**config.mk**
```make
export PLATFORM = sky130hd
export DESIGN_NAME = puc_counter
export DESIGN_NICKNAME = d
export VERILOG_FILES = /design/src/design/puc_counter.v
export VERILOG_INCLUDE_DIRS = /design/src /design/src/design
export SDC_FILE = /design/constraint.sdc
export NUM_CORES = 1
export LEC_CHECK = 0
export ABC_AREA = 1
export ABC_CLOCK_PERIOD_IN_PS = 1550
export BUFFER_PORTS_ARGS = -buffer_cell sky130_fd_sc_hd__buf_4
export CORE_AREA = 2 2 39 41
export DETAILED_ROUTE_END_ITERATION = 6
export DIE_AREA = 0 0 41 43
export GPL_ROUTABILITY_DRIVEN = 0
export GPL_TIMING_DRIVEN = 0
export REMOVE_ABC_BUFFERS = 1
export SKIP_CTS_REPAIR_TIMING = 1
export SYNTH_ARGS = -nofsm -noshare
export SYNTH_HDL_FRONTEND = slang
export SYNTH_SLANG_ARGS = --single-unit
```
**constraint.sdc**
```tcl
create_clock -name clk_sys -period 1.55 [get_ports clk_sys]
set_input_delay 0.31 -clock clk_sys [delete_from_list [all_inputs] [get_ports clk_sys]]
set_output_delay 0.31 -clock clk_sys [all_outputs]
set_load 0.02 [all_outputs]
```
**src/design/puc_defines.vh**
```
// Operation
// - All four bits update on rising edge.
// - Bits change together, never ripple.
// - Low load copies preset inputs regardless.
// - Load beats counting and holding.
// - Count only with both enables low.
// - Either enable high holds the count.
// - Direction high increments, low decrements.
// - Terminal flag low only when gated.
// - Up terminal at fifteen, all high.
// - Down terminal at zero, all low.
// - Carry enable feeds terminal flag combinationally.
// - Parallel enable never affects terminal flag.
// - Terminal flag decoded from stored state.
`ifndef PUC_DEFINES_VH
`define PUC_DEFINES_VH
`define PUC_WIDTH 4
`define PUC_TERM_UP 4'hF
`define PUC_TERM_DOWN 4'h0
`define PUC_STEP 4'h1
`define PUC_RESET_VALUE 4'h0
`endif
```
**src/design/puc_counter.v**
```verilog
`timescale 1ns/10ps
`include "puc_defines.vh"
module puc_counter #(
  parameter WIDTH = `PUC_WIDTH
) (
  input wire clk_sys,
  input wire reset_n,
  input wire load_n,
  input wire count_gate_parallel_n,
  input wire count_gate_carry_n,
  input wire count_up,
  input wire [WIDTH-1:0] preset_inputs,
  output wire [WIDTH-1:0] count_value,
  output wire terminal_flag_n
);

  // ---------------------------------------------------------------
  // Mode codes.
  // ---------------------------------------------------------------
  localparam [1:0] MODE_HOLD = 2'h0;
  localparam [1:0] MODE_LOAD = 2'h1;
  localparam [1:0] MODE_UP = 2'h2;
  localparam [1:0] MODE_DOWN = 2'h3;

  // ---------------------------------------------------------------
  // Count constants.
  // ---------------------------------------------------------------
  localparam [WIDTH-1:0] RESET_VALUE = `PUC_RESET_VALUE;
  localparam [WIDTH-1:0] TERM_UP = `PUC_TERM_UP;
  localparam [WIDTH-1:0] TERM_DOWN = `PUC_TERM_DOWN;

  // ---------------------------------------------------------------
  // Input qualifiers.
  // ---------------------------------------------------------------
  wire load_req;
  wire gate_par;
  wire gate_carry;
  wire count_en;
  wire dir_up;

  assign load_req = ~load_n;
  assign gate_par = ~count_gate_parallel_n;
  assign gate_carry = ~count_gate_carry_n;
  assign count_en = gate_par & gate_carry & ~load_req;
  assign dir_up = count_up;

  // ---------------------------------------------------------------
  // Mode decode.
  // ---------------------------------------------------------------
  reg [1:0] mode_sel;

  always @* begin
    mode_sel = MODE_HOLD;
    if (load_req) begin
      mode_sel = MODE_LOAD;
    end else if (count_en) begin
      if (dir_up) begin
        mode_sel = MODE_UP;
      end else begin
        mode_sel = MODE_DOWN;
      end
    end else begin
      mode_sel = MODE_HOLD;
    end
  end

  // ---------------------------------------------------------------
  // Step chains.
  // ---------------------------------------------------------------
  wire [WIDTH-1:0] count_q;
  wire [WIDTH-1:0] up_carry;
  wire [WIDTH-1:0] down_borrow;
  wire [WIDTH-1:0] sum_up;
  wire [WIDTH-1:0] sum_down;

  assign up_carry[0] = 1'h1;
  assign down_borrow[0] = 1'h1;

  genvar gi;

  generate
    for (gi = 0; gi < WIDTH; gi = gi + 1) begin : g_step
      assign sum_up[gi] = count_q[gi] ^ up_carry[gi];
      assign sum_down[gi] = count_q[gi] ^ down_borrow[gi];
      if (gi < WIDTH - 1) begin : g_chain
        assign up_carry[gi+1] = up_carry[gi] & count_q[gi];
        assign down_borrow[gi+1] = down_borrow[gi] & ~count_q[gi];
      end
    end
  endgenerate

  // ---------------------------------------------------------------
  // Bit cells.
  // ---------------------------------------------------------------
  generate
    for (gi = 0; gi < WIDTH; gi = gi + 1) begin : g_cell
      puc_bit_cell #(
        .RESET_BIT(RESET_VALUE[gi])
      ) puc_bit_cell_inst (
        .clk_sys(clk_sys),
        .reset_n(reset_n),
        .mode_sel(mode_sel),
        .preset_bit(preset_inputs[gi]),
        .up_bit(sum_up[gi]),
        .down_bit(sum_down[gi]),
        .bit_value(count_q[gi])
      );
    end
  endgenerate

  assign count_value = count_q;

  // ---------------------------------------------------------------
  // Terminal count decode.
  // ---------------------------------------------------------------
  wire [WIDTH:0] up_match;
  wire [WIDTH:0] down_match;
  wire term_up_hit;
  wire term_down_hit;
  wire term_hit;

  assign up_match[0] = 1'h1;
  assign down_match[0] = 1'h1;

  generate
    for (gi = 0; gi < WIDTH; gi = gi + 1) begin : g_term
      assign up_match[gi+1] = up_match[gi] &
        (count_q[gi] == TERM_UP[gi]);
      assign down_match[gi+1] = down_match[gi] &
        (count_q[gi] == TERM_DOWN[gi]);
    end
  endgenerate

  assign term_up_hit = up_match[WIDTH];
  assign term_down_hit = down_match[WIDTH];
  assign term_hit = dir_up ? term_up_hit : term_down_hit;

  // ---------------------------------------------------------------
  // Terminal flag gating.
  // ---------------------------------------------------------------
  assign terminal_flag_n = ~(term_hit & gate_carry);

endmodule // puc_counter

module puc_bit_cell #(
  parameter RESET_BIT = 1'h0
) (
  input wire clk_sys,
  input wire reset_n,
  input wire [1:0] mode_sel,
  input wire preset_bit,
  input wire up_bit,
  input wire down_bit,
  output wire bit_value
);

  // ---------------------------------------------------------------
  // Mode codes.
  // ---------------------------------------------------------------
  localparam [1:0] MODE_HOLD = 2'h0;
  localparam [1:0] MODE_LOAD = 2'h1;
  localparam [1:0] MODE_UP = 2'h2;
  localparam [1:0] MODE_DOWN = 2'h3;

  // ---------------------------------------------------------------
  // Bit state.
  // ---------------------------------------------------------------
  reg bit_r;
  reg bit_nxt;

  always @* begin
    bit_nxt = bit_r;
    case (mode_sel)
      MODE_LOAD: begin
        bit_nxt = preset_bit;
      end
      MODE_UP: begin
        bit_nxt = up_bit;
      end
      MODE_DOWN: begin
        bit_nxt = down_bit;
      end
      MODE_HOLD: begin
        bit_nxt = bit_r;
      end
      default: begin
        bit_nxt = bit_r;
      end
    endcase
  end

  // The reset only gives simulation a known value; a load sets the start.
  always @(posedge clk_sys or negedge reset_n) begin
    if (!reset_n) begin
      bit_r <= RESET_BIT;
    end else begin
      bit_r <= bit_nxt;
    end
  end

  assign bit_value = bit_r;

endmodule // puc_bit_cell

```
==> flow_summary_export.csv <==
group,metric,value,unit
outcome,outcome,"finished, violations left",
outcome,violations,"negative setup slack",
clock_network,clk_latency,240,ps
drt,vias_per_cell,4.378,
timing,finClkSkew,0.3129,ps
pwr,p_leak,0.2963,nW
setup_path,cp-start-kind,"flop",
grt,antenna_found_initial,0,
setup_path,slowest_delay,420,ps
timing,finalSetupViolCount,1,
synthesis,yosysMostFrequentCell,"nand2_1",
setup_path,critPathArrivalTime,1290,ps
synthesis,yosysUniqueCellTypes,14,
synthesis,seq_area_frac_synth,0.2581,
drt,drtIter0Drc,7,
pwr,swShare,0.3460,
timing,rsz0062_at_grt,"true",
setup_path,r2r-end,"g_cell[3].puc_bit_cell_inst.bit_value$_DFFE_PN0P_",
setup_path,critPathRequiredTime,1240,ps
min_path,hp-class,"in -> reg",
clock_network,cts_tree,"done",
synthesis,avgSynthCellArea,5.967,um2
synthesis,synth_flop_cell,"dfrtp_1",
pwr,vdd_drop_max,0.0005711,V
floorplan,ios,15,
layout,n_fill_cell,152,
layout,largest_reg_flops,4,
grt,grt_use_total,0.1219,
drt,vias,429,
synthesis,synth-edff-count,0,
synthesis,ys_warn_count,0,
drt,wl_per_cell,9.367,um
layout,multi_input_area,231.5,um2
layout,insertedDiodeCount,0,
setup_path,r2r_cells,8,
synthesis,synth_cells,65,
setup_path,path_cells,"nand2_2 > nor2_2 > inv_1 > o21ai_1 > nand3_1 > buf_6",
drt,firstDrtPassIters,4,
layout,nets,94,
grt,grt_pass1_wl,1.435,mm
synthesis,ys_async_sr_fraction,1.000,
synthesis,syn-cell-area,387.9,um2
floorplan,rows,14,
timing,setup_slack,-47.76,ps
layout,regArea,101.3,um2
timing,max_freq,0.6259,GHz
timing,fin_crit_sh,1.031,
layout,drive_gt1_frac,0.3537,
timing,finalMaxSlewViolations,0,
timing,timing.hold.ws,309.0,ps
clock_network,numCtsBuffers,3,
floorplan,initial_core_util,0.2803,
setup_path,r2r-start,"g_cell[1].puc_bit_cell_inst.bit_value$_DFFE_PN0P_",
synthesis,yosysTopAreaCell,"dfrtp_1",
synthesis,yosys-top-cells-count,"21 x nand2_1, 10 x inv_1, 9 x nand3_1",
floorplan,core-area,1384,um2
floorplan,fp.dieArea,1763,um2
setup_path,crit_start,"g_cell[0].puc_bit_cell_inst.bit_value$_DFFE_PN0P_",
clock_network,clock-sinks,4,
setup_path,worst-r2r-setup-slack,430,ps
clock_network,ctsLongestPathBuffers,2,
synthesis,synth_area_leaders,"dfrtp_1 26%, nand2_1 20%, nand3_1 12%",
drt,wirelength,918,um
layout,area_growth_syn_to_layout,43.87,%
setup_path,crit_slowest_cell,"dfrtp_1",
setup_path,end_kind,"output pin",
clock_network,cts_max_level,1,
grt,grt-ovfl-total,0,
clock_network,clk_pin_slew_worst_paths,40,ps
timing,finalHoldViolCount,0,
grt,grt_pass1_vias,357,
synthesis,yosysTopAreaCellShare,0.2581,
timing,worst_slew_pin_slew,276.7,ps
pwr,power_density,772.8,nW/um2
setup_path,endpoint,"terminal_flag_n",
synthesis,synth_seq_cells,4,
setup_path,path_class,"reg -> out",
pwr,p_int,0.0002820,W
drt,drc,0,
floorplan,die_h,43,um
drt,postRouteAntennaNets,0,
pwr,clkPwrFrac,0.304,
pwr,switchingPower,0.0001492,W
placement,port_buffers,14,
pwr,power,0.0004313,W
pwr,pwr-share-comb,0.382,
setup_path,crit_fanout,3,
placement,place_hpwl,655.9,um
timing,slew_headroom,0.8149,
timing,period_needed,1598,ps
clock_network,root_buffer,"clkbuf_4",
timing,setup_tns,-47.76,ps
pwr,seqPwrFrac,0.314,
grt,grt_max_degree,8,
floorplan,die_w,41,um
run,drv_cap,0,
## critical path, delay by kind of cell, from the launching register on
| kind | cells | cell delay, ps |
|---|---|---|
| AOI/OAI and AO/OA | 1 | 120 |
| buffers and inverters | 2 | 210 |
| DFF | 1 | 420 |
| and+or+nand+nor | 3 | 300 |
## routing by layer
metal	vias up	wire, um	global-route usage
li1	232	-	-
met1	183	406	0.1591
met2	12	429	0.1688
met3	2	67	0.04712
met4	0	15	0.06000
met5	-	0	0
## power groups by stage
stage                     registers, W  clock network [W]   logic, W
after global placement        0.000133                  0   0.000138
after CTS                     0.000132           0.000135   0.000140
after floorplan               0.000146                  0  0.0000678
after global routing          0.000137           0.000148   0.000186
after detailed placement      0.000134                  0   0.000139
final                         0.000136           0.000131   0.000165
## how the worst min path moves through the flow
stage | start | end | slack [ps] | cells past startpoint
after floorplan | reset_n | g_cell[0].puc_bit_cell_inst.bit_value$_DFFE_PN0P_ | 10 | 0
after detailed placement | reset_n | g_cell[0].puc_bit_cell_inst.bit_value$_DFFE_PN0P_ | 110 | 1
after CTS | reset_n | g_cell[1].puc_bit_cell_inst.bit_value$_DFFE_PN0P_ | -140 | 1
after global routing | preset_inputs[1] | g_cell[1].puc_bit_cell_inst.bit_value$_DFFE_PN0P_ | 320 | 3
final | preset_inputs[1] | g_cell[1].puc_bit_cell_inst.bit_value$_DFFE_PN0P_ | 310 | 3
after global placement | reset_n | g_cell[1].puc_bit_cell_inst.bit_value$_DFFE_PN0P_ | 110 | 1
## cells in the final DEF, fill, tap and decap left out
| cell | Yosys | routed |
|---|---|---|
| nand2_1 | 21 | 19 |
| buf_4 | 4 | 16 |
| inv_1 | 10 | 10 |
| nand3_1 | 9 | 9 |
| nor2_1 | 6 | 4 |
| nand2_2 | 1 | 3 |
| clkbuf_4 | 0 | 3 |
| dfrtp_1 | 4 | 3 |
| nor2_2 | 1 | 2 |
| o21ai_1 | 0 | 2 |
| nor2_4 | 1 | 2 |
| o21ai_0 | 4 | 2 |
| nand3_2 | 1 | 1 |
| clkinv_1 | 1 | 1 |
| xor2_1 | 1 | 1 |
| o211ai_1 | 1 | 1 |
| dfrtp_2 | 0 | 1 |
| dlygate4sd3_1 | 0 | 1 |
| buf_6 | 0 | 1 |
## through the flow
step	instance area (um2)	setup WS, ps	cells	utilization
floorplan	357.8	122.3	61	-
global placement	483.0	60.78	91	0.3490
detailed placement	483.0	61.29	91	0.3490
CTS	505.5	-196.8	94	0.3653
global route	558.0	-141.0	98	0.4033
finish	558.0	-47.76	98	0.4033
## cell type report
class,instances,area share
multi-input combinational,46,0.4148
inverter,11,0.07399
clock buffer,3,0.04036
tap,16,0.03587
timing repair buffer,18,0.2534
sequential,4,0.1816
## cell families (layout without fill, tap and decap cells)
family,count (synthesis),in the layout,synth area share
compound gates,5,5,0.07098
xor+xnor,1,1,0.02258
buf+inv,15,32,0.1839
flops,4,4,0.2581
simple gates,40,40,0.4645
Note: power is estimated with default switching activity, not from simulation.
